$ cat config.mk
export PLATFORM = sky130hd
export DESIGN_NAME = pci_cfg_command_and_base
export DESIGN_NICKNAME = d
export VERILOG_FILES = /design/src/design/cfg_bank_pkg.sv /design/src/design/abort_flag_bank.sv /design/src/design/window_decode.sv /design/src/design/pci_cfg_command_and_base.sv
export VERILOG_INCLUDE_DIRS = /design/src /design/src/design
export SDC_FILE = /design/constraint.sdc
export NUM_CORES = 1
export LEC_CHECK = 0
export ABC_CLOCK_PERIOD_IN_PS = 1900
export BUFFER_PORTS_ARGS = -buffer_cell sky130_fd_sc_hd__buf_2
export CAP_MARGIN = 20
export CORE_ASPECT_RATIO = 1.2
export CORE_MARGIN = 4
export CORE_UTILIZATION = 30
export DETAILED_ROUTE_END_ITERATION = 7
export PLACE_DENSITY = 0.67
export SYNTH_ARGS = -nofsm -noshare
export SYNTH_HDL_FRONTEND = slang
export SYNTH_HIERARCHICAL = 1
export SYNTH_SLANG_ARGS = --single-unit
$ cat constraint.sdc
create_clock -name i_clk -period 1.9 [get_ports i_clk]
set_input_delay 0.285 -clock i_clk [delete_from_list [all_inputs] [get_ports i_clk]]
set_output_delay 0.285 -clock i_clk [all_outputs]
set_load 0.02 [all_outputs]
$ cat src/design/cfg_bank_regs.svh
/*
  Constants for the command/status and window base configuration registers:
  offsets, field positions, fixed values and reset values.
  Assumes it is included by bare name from design files that use it.
*/
// Function
// - Set abort flags on abort events
// - Flags stay until written one
// - Select speed reads fixed medium code
// - Target fast chaining reads one, accepted
// - Initiator fast chaining reads zero always
// - Address stepping reads one, two-cycle drive
// - Snoop captures palette writes without claiming
// - Palette writes ignored unless legacy enabled
// - No bus request unless initiator allowed
// - Claim window only with memory decode
// - I/O enable zero, never answer
// - Command/status resets to 028000A0
// - Only top five base bits writable
// - Prefetch safe bit reads one
// - Reads return all lanes, merges accepted
// - Window type bit reads zero
// - Window base resets to 00000008
// - Reserved bits read zero, writes ignored
// - ROM decode needs both enables set
`ifndef CFG_BANK_REGS_SVH
`define CFG_BANK_REGS_SVH

// ----------------------------------------------------------------
// Register offsets (byte address in configuration space)
// ----------------------------------------------------------------
`define CFG_COMMAND_STATUS_OFS 8'h04
`define CFG_WINDOW_BASE_OFS 8'h10

// ----------------------------------------------------------------
// Command/status fields
// ----------------------------------------------------------------
`define CS_INITIATOR_ABORT_BIT 29
`define CS_COMPLETER_ABORT_BIT 28
`define CS_SELECT_SPEED_HI 26
`define CS_SELECT_SPEED_LO 25
`define CS_SELECT_SPEED_CODE 2'h1
`define CS_TARGET_FAST_BIT 23
`define CS_INITIATOR_FAST_BIT 9
`define CS_ADDR_STEP_BIT 7
`define CS_PALETTE_SNOOP_BIT 5
`define CS_INITIATOR_ALLOW_BIT 2
`define CS_MEMORY_DECODE_BIT 1
`define CS_IO_ENABLE_BIT 0
`define CS_RESET_VALUE 32'h028000A0

// ----------------------------------------------------------------
// Window base fields
// ----------------------------------------------------------------
`define WB_BASE_HI 31
`define WB_BASE_LO 27
`define WB_BASE_W 5
`define WB_PREFETCH_BIT 3
`define WB_TYPE_BIT 0
`define WB_RESET_VALUE 32'h00000008

// ----------------------------------------------------------------
// Byte lanes, abort flag count and zero word
// ----------------------------------------------------------------
`define LANE_LOW 0
`define LANE_TOP 3
`define ABORT_FLAG_COUNT 2
`define ZERO_WORD 32'h00000000

`endif

$ cat src/design/cfg_bank_pkg.sv
/*
  Types shared by the configuration register bank and its helpers.
  Assumes nothing of its surroundings.
*/
package cfg_bank_pkg;

  typedef logic [31:0] word_t;
  typedef logic [4:0] base_bits_t;

endpackage

$ cat src/design/abort_flag_bank.sv
/*
  Sticky abort flags, set by hardware events and cleared by writing one.
  Assumes set pulses and clear strobes are on i_clk, one cycle each.
*/
`timescale 1ns/1ns
`include "cfg_bank_regs.svh"

module abort_flag_bank (
  input wire logic i_clk,                                 // Core clock
  input wire logic i_sys_rst,                             // Sync reset, high
  input wire logic i_clk_en,                              // Freezes state when low
  input wire logic [`ABORT_FLAG_COUNT-1:0] i_set,         // Abort event pulses
  input wire logic [`ABORT_FLAG_COUNT-1:0] i_clear,       // Write-one clear strobes
  output logic [`ABORT_FLAG_COUNT-1:0] o_flags            // Flag levels
);

  // ----------------------------------------------------------------
  // One flag per bit; set wins over a clear in the same cycle
  // ----------------------------------------------------------------
  genvar g;
  generate
    for (g = 0; g < `ABORT_FLAG_COUNT; g = g + 1)
    begin : g_flag
      logic flag_q;
      logic flag_d;
      assign flag_d = i_set[g] | (flag_q & ~i_clear[g]);
      always_ff @(posedge i_clk)
      begin
        if (i_sys_rst)
          flag_q <= 1'b0;
        else if (i_clk_en)
          flag_q <= flag_d;
      end
      assign o_flags[g] = flag_q;
    end
  endgenerate

endmodule

$ cat src/design/window_decode.sv
/*
  Decides which accesses the device claims: memory window, expansion ROM,
  legacy palette writes, I/O and bus requests. All outputs are registered.
  Assumes all requests are qualified one-cycle levels on i_clk.
*/
`timescale 1ns/1ns
`include "cfg_bank_regs.svh"

module window_decode (
  input wire logic i_clk,                         // Core clock
  input wire logic i_sys_rst,                     // Sync reset, high
  input wire logic i_clk_en,                      // Freezes state when low
  input wire logic i_memory_decode_on,            // Memory decode enable
  input wire logic i_initiator_allow,             // Bus mastering enable
  input wire logic i_palette_snoop,               // Snoop mode
  input wire cfg_bank_pkg::base_bits_t i_base,    // Window base bits
  input wire logic i_legacy_video_en,             // Redirect register enable
  input wire logic i_rom_decode_en,               // ROM decode enable
  input wire logic i_mem_req,                     // Memory access present
  input wire logic [31:0] i_mem_addr,             // Memory access address
  input wire logic i_rom_hit,                     // Access falls in ROM window
  input wire logic i_io_req,                      // I/O access present
  input wire logic i_palette_wr,                  // Legacy palette write present
  input wire logic [7:0] i_palette_wdata,         // Palette write data
  input wire logic i_dma_want,                    // Engine wants the bus
  output logic o_mem_claim,                       // Claim memory access
  output logic o_rom_claim,                       // Claim ROM access
  output logic o_io_claim,                        // Claim I/O access
  output logic o_palette_claim,                   // Claim palette write
  output logic o_palette_take,                    // Palette data taken
  output logic [7:0] o_palette_data,              // Taken palette data
  output logic o_bus_req                          // Bus ownership request
);

  wire logic window_hit;
  wire logic mem_claim_d;
  wire logic rom_claim_d;
  wire logic palette_live;
  wire logic palette_claim_d;
  wire logic bus_req_d;

  // ----------------------------------------------------------------
  // Decode terms
  // ----------------------------------------------------------------
  assign window_hit = (i_mem_addr[`WB_BASE_HI:`WB_BASE_LO] == i_base);
  assign mem_claim_d = i_mem_req & window_hit & i_memory_decode_on;
  assign rom_claim_d = i_rom_hit & i_rom_decode_en & i_memory_decode_on;
  assign palette_live = i_palette_wr & i_legacy_video_en;
  assign palette_claim_d = palette_live & ~i_palette_snoop;
  assign bus_req_d = i_dma_want & i_initiator_allow;

  always_ff @(posedge i_clk)
  begin
    if (i_sys_rst)
    begin
      o_mem_claim <= 1'b0;
      o_rom_claim <= 1'b0;
      o_io_claim <= 1'b0;
      o_palette_claim <= 1'b0;
      o_palette_take <= 1'b0;
      o_palette_data <= 8'h00;
      o_bus_req <= 1'b0;
    end
    else if (i_clk_en)
    begin
      o_mem_claim <= mem_claim_d;
      o_rom_claim <= rom_claim_d;
      o_io_claim <= 1'b0;
      o_palette_claim <= palette_claim_d;
      o_palette_take <= palette_live;
      if (palette_live)
        o_palette_data <= i_palette_wdata;
      o_bus_req <= bus_req_d;
    end
  end

endmodule

$ cat src/design/pci_cfg_command_and_base.sv
/*
  Command/status and window base configuration registers, with the decode
  and abort bookkeeping they steer.
  Assumes the transaction engine presents configuration accesses, abort
  events and decode requests as single-cycle signals on i_clk.
*/
`timescale 1ns/1ns
`include "cfg_bank_regs.svh"

module pci_cfg_command_and_base (
  input wire logic i_clk,                         // Core clock, 250 MHz
  input wire logic i_sys_rst,                     // Sync reset, high
  input wire logic i_clk_en,                      // Freezes state when low
  input wire logic i_cfg_req,                     // Configuration access strobe
  input wire logic i_cfg_we,                      // 1 write, 0 read
  input wire logic [7:0] i_cfg_addr,              // Configuration byte address
  input wire logic [3:0] i_cfg_be,                // Byte enables, high
  input wire cfg_bank_pkg::word_t i_cfg_wdata,    // Write data
  input wire logic i_initiator_abort_evt,         // Master abort issued
  input wire logic i_completer_abort_evt,         // Target abort detected
  input wire logic i_legacy_video_en,             // Redirect register enable
  input wire logic i_rom_decode_en,               // ROM decode enable
  input wire logic i_mem_req,                     // Memory access present
  input wire logic [31:0] i_mem_addr,             // Memory access address
  input wire logic i_rom_hit,                     // Access in ROM window
  input wire logic i_io_req,                      // I/O access present
  input wire logic i_palette_wr,                  // Legacy palette write
  input wire logic [7:0] i_palette_wdata,         // Palette write data
  input wire logic i_dma_want,                    // Engine wants the bus
  output cfg_bank_pkg::word_t o_cfg_rdata,        // Read data
  output logic o_cfg_ack,                         // Access done pulse
  output logic o_mem_claim,                       // Claim memory access
  output logic o_rom_claim,                       // Claim ROM access
  output logic o_io_claim,                        // Claim I/O access
  output logic o_palette_claim,                   // Claim palette write
  output logic o_palette_take,                    // Palette data taken
  output logic [7:0] o_palette_data,              // Taken palette data
  output logic o_bus_req,                         // Bus ownership request
  output logic o_read_all_lanes,                  // Reads return all lanes
  output logic o_target_fast_chain_ok,            // Accept fast back-to-back
  output logic o_initiator_fast_chain_en,         // Issue fast back-to-back
  output logic o_address_stepping                 // Two-cycle address drive
);

  // ----------------------------------------------------------------
  // Writable state
  // ----------------------------------------------------------------
  logic palette_snoop_q;
  logic initiator_allow_q;
  logic memory_decode_on_q;
  cfg_bank_pkg::base_bits_t window_base_q;
  logic [`ABORT_FLAG_COUNT-1:0] abort_flags;

  // Reset words as constants so their fields can be selected
  localparam cfg_bank_pkg::word_t cs_reset_word = `CS_RESET_VALUE;
  localparam cfg_bank_pkg::word_t wb_reset_word = `WB_RESET_VALUE;

  // ----------------------------------------------------------------
  // Access decode
  // ----------------------------------------------------------------
  wire logic sel_cs;
  wire logic sel_wb;
  wire logic wr_cs_low;
  wire logic wr_cs_top;
  wire logic wr_wb_top;
  wire logic [`ABORT_FLAG_COUNT-1:0] abort_set;
  wire logic [`ABORT_FLAG_COUNT-1:0] abort_clear;
  wire cfg_bank_pkg::word_t cs_view;
  wire cfg_bank_pkg::word_t wb_view;
  wire cfg_bank_pkg::word_t rdata_d;

  assign sel_cs = i_cfg_req & (i_cfg_addr == `CFG_COMMAND_STATUS_OFS);
  assign sel_wb = i_cfg_req & (i_cfg_addr == `CFG_WINDOW_BASE_OFS);
  assign wr_cs_low = sel_cs & i_cfg_we & i_cfg_be[`LANE_LOW];
  assign wr_cs_top = sel_cs & i_cfg_we & i_cfg_be[`LANE_TOP];
  assign wr_wb_top = sel_wb & i_cfg_we & i_cfg_be[`LANE_TOP];

  assign abort_set = {i_initiator_abort_evt, i_completer_abort_evt};
  assign abort_clear = {wr_cs_top & i_cfg_wdata[`CS_INITIATOR_ABORT_BIT],
                        wr_cs_top & i_cfg_wdata[`CS_COMPLETER_ABORT_BIT]};

  // ----------------------------------------------------------------
  // Read views; fixed fields are wired, reserved bits are zero
  // ----------------------------------------------------------------
  function automatic cfg_bank_pkg::word_t build_cs(
    input logic [`ABORT_FLAG_COUNT-1:0] flags,
    input logic snoop,
    input logic allow,
    input logic mem_on
  );
    cfg_bank_pkg::word_t v;
    v = `ZERO_WORD;
    v[`CS_INITIATOR_ABORT_BIT] = flags[1];
    v[`CS_COMPLETER_ABORT_BIT] = flags[0];
    v[`CS_SELECT_SPEED_HI:`CS_SELECT_SPEED_LO] = `CS_SELECT_SPEED_CODE;
    v[`CS_TARGET_FAST_BIT] = 1'b1;
    v[`CS_INITIATOR_FAST_BIT] = 1'b0;
    v[`CS_ADDR_STEP_BIT] = 1'b1;
    v[`CS_PALETTE_SNOOP_BIT] = snoop;
    v[`CS_INITIATOR_ALLOW_BIT] = allow;
    v[`CS_MEMORY_DECODE_BIT] = mem_on;
    v[`CS_IO_ENABLE_BIT] = 1'b0;
    return v;
  endfunction

  assign cs_view = build_cs(abort_flags, palette_snoop_q, initiator_allow_q,
                            memory_decode_on_q);
  assign wb_view = {window_base_q, 23'h000000, 1'b1, 2'h0, 1'b0};
  assign rdata_d = sel_cs ? cs_view : (sel_wb ? wb_view : `ZERO_WORD);

  // ----------------------------------------------------------------
  // Abort flags
  // ----------------------------------------------------------------
  abort_flag_bank u_abort (
    .i_clk(i_clk),
    .i_sys_rst(i_sys_rst),
    .i_clk_en(i_clk_en),
    .i_set(abort_set),
    .i_clear(abort_clear),
    .o_flags(abort_flags)
  );

  // ----------------------------------------------------------------
  // Writable fields and reset values
  // ----------------------------------------------------------------
  always_ff @(posedge i_clk)
  begin
    if (i_sys_rst)
    begin
      palette_snoop_q <= cs_reset_word[`CS_PALETTE_SNOOP_BIT];
      initiator_allow_q <= cs_reset_word[`CS_INITIATOR_ALLOW_BIT];
      memory_decode_on_q <= cs_reset_word[`CS_MEMORY_DECODE_BIT];
    end
    else if (i_clk_en && wr_cs_low)
    begin
      palette_snoop_q <= i_cfg_wdata[`CS_PALETTE_SNOOP_BIT];
      initiator_allow_q <= i_cfg_wdata[`CS_INITIATOR_ALLOW_BIT];
      memory_decode_on_q <= i_cfg_wdata[`CS_MEMORY_DECODE_BIT];
    end
  end

  always_ff @(posedge i_clk)
  begin
    if (i_sys_rst)
      window_base_q <= wb_reset_word[`WB_BASE_HI:`WB_BASE_LO];
    else if (i_clk_en && wr_wb_top)
      window_base_q <= i_cfg_wdata[`WB_BASE_HI:`WB_BASE_LO];
  end

  // ----------------------------------------------------------------
  // Configuration answer: one cycle after the strobe
  // ----------------------------------------------------------------
  always_ff @(posedge i_clk)
  begin
    if (i_sys_rst)
    begin
      o_cfg_rdata <= `ZERO_WORD;
      o_cfg_ack <= 1'b0;
    end
    else if (i_clk_en)
    begin
      o_cfg_ack <= i_cfg_req;
      if (i_cfg_req && !i_cfg_we)
        o_cfg_rdata <= rdata_d;
    end
  end

  // ----------------------------------------------------------------
  // Fixed capability levels toward the transaction engine
  // ----------------------------------------------------------------
  always_ff @(posedge i_clk)
  begin
    if (i_sys_rst)
    begin
      o_read_all_lanes <= 1'b1;
      o_target_fast_chain_ok <= 1'b1;
      o_initiator_fast_chain_en <= 1'b0;
      o_address_stepping <= 1'b1;
    end
    else if (i_clk_en)
    begin
      o_read_all_lanes <= 1'b1;
      o_target_fast_chain_ok <= 1'b1;
      o_initiator_fast_chain_en <= 1'b0;
      o_address_stepping <= 1'b1;
    end
  end

  // ----------------------------------------------------------------
  // Access decode steered by the registers
  // ----------------------------------------------------------------
  window_decode u_decode (
    .i_clk(i_clk),
    .i_sys_rst(i_sys_rst),
    .i_clk_en(i_clk_en),
    .i_memory_decode_on(memory_decode_on_q),
    .i_initiator_allow(initiator_allow_q),
    .i_palette_snoop(palette_snoop_q),
    .i_base(window_base_q),
    .i_legacy_video_en(i_legacy_video_en),
    .i_rom_decode_en(i_rom_decode_en),
    .i_mem_req(i_mem_req),
    .i_mem_addr(i_mem_addr),
    .i_rom_hit(i_rom_hit),
    .i_io_req(i_io_req),
    .i_palette_wr(i_palette_wr),
    .i_palette_wdata(i_palette_wdata),
    .i_dma_want(i_dma_want),
    .o_mem_claim(o_mem_claim),
    .o_rom_claim(o_rom_claim),
    .o_io_claim(o_io_claim),
    .o_palette_claim(o_palette_claim),
    .o_palette_take(o_palette_take),
    .o_palette_data(o_palette_data),
    .o_bus_req(o_bus_req)
  );

endmodule

-- After elaboration in Yosys (flattened, before gate mapping)
Cells that the tools add are included.
- eq/ne operators: 3
- multiplexer cells: 2
- bitwise gates (word level): 23
- reduce and logical (&&, ||, !) cells: 6
- operator list (kind ; count):
    $mux W32 ; 2
    $and A1 B1 Y1 ; 18
    $eq A8 B3 Y1 const B ; 1
    $eq A8 B5 Y1 const B ; 1
    $eq A5 B5 Y1 ; 1
    $reduce_and A2 Y1 ; 2
    $logic_and A1 B1 Y1 ; 3
    $not A1 Y1 ; 3
    $or A1 B1 Y1 ; 2
    $logic_not A1 Y1 ; 1
- bits in registers: 56
- input port bits: 98
- output and inout port bits: 51

-- Longest topological paths before layout
- depth after elaboration: 8
- gate-level depth with buffers: 5
- depth with buffers taken out: 5

-- Cells and area by module
The synthesis kept the hierarchy.
- modules (own cells, without submodules) (module ; times used ; cells an instance ; area each (um^2)):
    pci_cfg_command_and_base ; 1 ; 111 ; 992.2
    window_decode ; 1 ; 64 ; 573.0
    abort_flag_bank ; 1 ; 10 ; 96.3

-- Worst setup path before layout
OpenSTA, ideal clock, no wires.
- path type: input-to-reg
- start: in i_cfg_addr[7]
- end: reg u_abort.g_flag[1].flag_q
- data arrival time: 1.609 ns
- setup slack: 0.178 ns
- cell stages on the path: 5
- buffers on the path: 0
- cell sequence: or4_4 > nor3_2 > and4_1 > a21bo_1 > a21oi_2
- cells in the longest elaborated chain, start to end: 8
- ends and longest elaborated chain (what ; RTL line ; RTL):
    start, declared ; pci_cfg_command_and_base.sv:16 ; input wire logic [7:0] i_cfg_addr,
    $eq A8 B3 Y1 (no line) ; -- ;
    $and A1 B1 Y1 ; pci_cfg_command_and_base.sv:72 ; assign sel_cs = i_cfg_req & (i_cfg_addr == `CFG_COMMAND_STATUS_OFS);
    $and A1 B1 Y1 (2 in a row) ; pci_cfg_command_and_base.sv:75 ; assign wr_cs_top = sel_cs & i_cfg_we & i_cfg_be[`LANE_TOP];
    $and A1 B1 Y1 ; pci_cfg_command_and_base.sv:79 ; assign abort_clear = {wr_cs_top & i_cfg_wdata[`CS_INITIATOR_ABORT_BIT],
    net abort_clear[1] ; pci_cfg_command_and_base.sv:67 ; wire logic [`ABORT_FLAG_COUNT-1:0] abort_clear;
    $not A1 Y1 ; abort_flag_bank.sv:26 ; assign flag_d = i_set[g] | (flag_q & ~i_clear[g]);
    $and A1 B1 Y1 ; abort_flag_bank.sv:26 ;
    $or A1 B1 Y1 ; abort_flag_bank.sv:26 ;
    end signal, assigned ; abort_flag_bank.sv:32 ; flag_q <= flag_d;
    end, declared ; abort_flag_bank.sv:24 ; logic flag_q;
The timed path passes the listed nets, and every way through them passes these cells.
A chain may end at the register's enable or synchronous reset.

-- Worst setup path in the final report
- start: in i_cfg_addr[7]
- end: reg initiator_allow_q
- cells in the longest elaborated chain, start to end: 5
- ends and longest elaborated chain (what ; RTL line ; RTL):
    $eq A8 B3 Y1 (no line) ; -- ;
    $and A1 B1 Y1 ; pci_cfg_command_and_base.sv:72 ;
    $and A1 B1 Y1 (2 in a row) ; pci_cfg_command_and_base.sv:74 ; assign wr_cs_low = sel_cs & i_cfg_we & i_cfg_be[`LANE_LOW];
    $logic_and A1 B1 Y1 ; pci_cfg_command_and_base.sv:134 ; else if (i_clk_en && wr_cs_low)
    end signal, assigned ; pci_cfg_command_and_base.sv:131 ; initiator_allow_q <= cs_reset_word[`CS_INITIATOR_ALLOW_BIT];
    end signal, assigned ; pci_cfg_command_and_base.sv:137 ; initiator_allow_q <= i_cfg_wdata[`CS_INITIATOR_ALLOW_BIT];
    end, declared ; pci_cfg_command_and_base.sv:49 ; logic initiator_allow_q;
No other way between the ends.

==> run summary <==
Multi-input combinational cell area -> 807.0 um^2
Layout fillers -> 545
Final setup viols -> 0
Gr usage total -> 0.1119
WL/cell -> 11.97 um
Fin cells -> 317
Cell area after layout -> 2058 um^2
CTS Buffer Depth -> 2
Detailed Place HPWL -> 3011 um
Clock root cell -> clkbuf_8
Peak VDD IR -> 0.4421 mV
Share of cells above drive strength 1 -> 0.3882
Setup TNS -> 0 ns
Slew HR -> 0.6596
Critical path class -> input port to flip-flop
Synthesized cell area -> 1662 um^2
Total length of routed wires -> 3794 um
RSZ-0062 raised after global routing -> false
Synthesized area per cell -> 8.982 um^2
Top-Level Pins -> 149
Critical Path Sink Type -> flip-flop
F_max -> 0.6482 GHz
Worst EP arrival -> 1.70 ns
Vias in the first global route -> 1266
Total Nets Final -> 352
Hold Crit Class -> input port to flip-flop
Placed insts -> 309
Top cell type's share of synthesized area -> 0.4096
Required time worst endpoint -> 2.06 ns
Final Cycle Share -> 0.8119
Max cap viols -> 0
Initial core utilization -> 0.3115
Synth-to-Final Area Change -> 23.87%
Clk sinks -> 34
CP Launch Type -> input port
Final GP Congestion -> 0.7059
Area after DPL -> 1963 um^2
Clk Latency, worst-skew pair -> 0.28 ns
Drt pass-1 iters -> 4
Via density -> 4.366
Cts hold-fix bufs -> 0
Synth Instances -> 185
Cell variety after synth -> 32
Total CTS buffers -> 5
Initial antenna violation count -> 0
Max Slew Vio Count -> 0
Synth area leaders -> dfxtp_1 41%, buf_4 14%, nand2_1 5.6%, a21oi_2 4.7%, mux2i_1 4.2%
Post-DRT Antenna Nets -> 0
Residual DRC -> 0
Clock transition at the registers of the reported paths -> 0.07 ns
Iteration-0 DRC count of the detailed router -> 16
Die X-Extent -> 75.94 um
H-tree lvl count -> 2
FF/Latch Area -> 680.7 um^2
Number of inserted diodes -> 0
CTS tree -> yes
Largest net degree at the start of global routing -> 29
# port buffers -> 69
Area of the die -> 6798 um^2
Setup Buffers After CTS -> 0
Row Count -> 29
Sequential fraction of the synthesis area -> 0.4096
Fin crit period -> 1.543 ns
Area leader, netlist -> dfxtp_1
Core area -> 5334 um^2
Grt total ovfl -> 0
Ys Warns -> 6
Slew @ Worst Pin -> 0.5107 ns
Seq cells post-synth -> 34
Status -> finished clean
Final Hold Viols -> 0
PwrDens -> 707.5 nW/um^2
Worst Skew -> 0.002961 ns
First-pass GRT wire length -> 6134 um
Power Total -> 1.456 mW
CP max FO -> 4
Post_cts resized -> 0
DR vias -> 1384
Die Height -> 89.53 um
Leak -> 0.9134 nW
-- worst max-delay path, cell delays in order --
cell     delay (ns)
buf_2          0.10
or4_4          0.59
nor4_4         0.44
mux2i_1        0.23
nor2_1         0.05
-- cell type report --
class / count / area share
clock buffers: 6 / 0.04012
clock inverters: 2 / 0.006079
inverters: 2 / 0.003647
multi-input cells: 136 / 0.3921
flip-flops and latches: 34 / 0.3307
well taps: 62 / 0.03769
repair buffers: 75 / 0.1897
-- power breakdown --
part / switching, mW / leakage, nW / internal [mW] / total [mW]
clock network: 0.258 / 0.0472 / 0.291 / 0.549
registers: 0.00448 / 0.275 / 0.723 / 0.727
logic: 0.119 / 0.591 / 0.0613 / 0.180
-- through the flow --
step | hold WS [ns] | setup slack [ns] | util
CTS | 0.2343 | 0.3374 | 0.3859
floorplan | 0.3474 | 0.1776 | -
finish | 0.2405 | 0.3574 | 0.3859
global placement | 0.4365 | 0.08408 | 0.3681
detailed placement | 0.4477 | 0.02866 | 0.3681
global route | 0.2408 | 0.2644 | 0.3859
-- routing by layer --
metal	wire (um)	vias to the layer above	global-route usage
met5	0	-	0
met4	29	0	0.03398
met3	383	4	0.04738
met2	1787	60	0.1854
met1	1594	609	0.1324
li1	-	711	-
-- worst paths after layout --
kind | start | to | slack [ns] | depth (start not counted)
worst min-delay path | i_cfg_wdata[1] | memory_decode_on_q | 0.24 | 3
worst max-delay path | i_cfg_addr[7] | initiator_allow_q | 0.36 | 5
worst min register to register | o_cfg_rdata[5] | o_cfg_rdata[5] | 0.45 | 2
worst max register to register | window_base_q[2] | u_decode/o_mem_claim | 0.93 | 3
-- flip-flops by register name, summed over array words and instances (netlist names), 2 cells and up --
register / flops
o_cfg_rdata: 10
u_decode/o_palette_data: 8
window_base_q: 5
u_abort/g_flag.flag_q: 2
-- synthesized netlist by cell type --
library cell   n
dfxtp_1       34
buf_4         31
nand2_1       25
a21oi_1       13
nor2_1        13
a21oi_2        9
mux2i_1        7
nand3_1        7
nand2b_1       6
a22oi_1        5
xnor2_1        4
clkbuf_1       3
conb_1         3
a21bo_1        2
and4_1         2
inv_1          2
nand4_1        2
nand4b_1       2
nor4_4         2
and3_1         1
buf_2          1
nand3_2        1
nand3b_1       1
nor2b_1        1
nor3_1         1
nor3_2         1
nor4_2         1
o22ai_1        1
o32ai_1        1
or3b_2         1
or4_4          1
xor2_1         1
-- cell families (layout without fill, tap and decap cells) --
logic type / after synthesis / count (layout) / share of synthesized area
flops: 34 / 34 / 0.4096
compound gates: 31 / 31 / 0.1303
simple gates: 68 / 68 / 0.2304
xor+xnor: 5 / 5 / 0.02635
buf+inv: 37 / 85 / 0.1544
mux: 7 / 7 / 0.04217
other cells: 3 / 25 / 0.006777
-- layout by cell type, fill, tap and decap left out, types with 4 or more instances in the layout --
cell type | Yosys | final
nand3_1 | 7 | 7
clkbuf_8 | 0 | 6
conb_1 | 3 | 25
nand2b_1 | 6 | 6
a21oi_1 | 13 | 13
a21oi_2 | 9 | 9
nor2_1 | 13 | 13
dfxtp_1 | 34 | 34
buf_2 | 1 | 69
nand2_1 | 25 | 25
buf_4 | 31 | 6
xnor2_1 | 4 | 4
a22oi_1 | 5 | 5
mux2i_1 | 7 | 7
No activity file was read; power rests on OpenSTA's default activity.
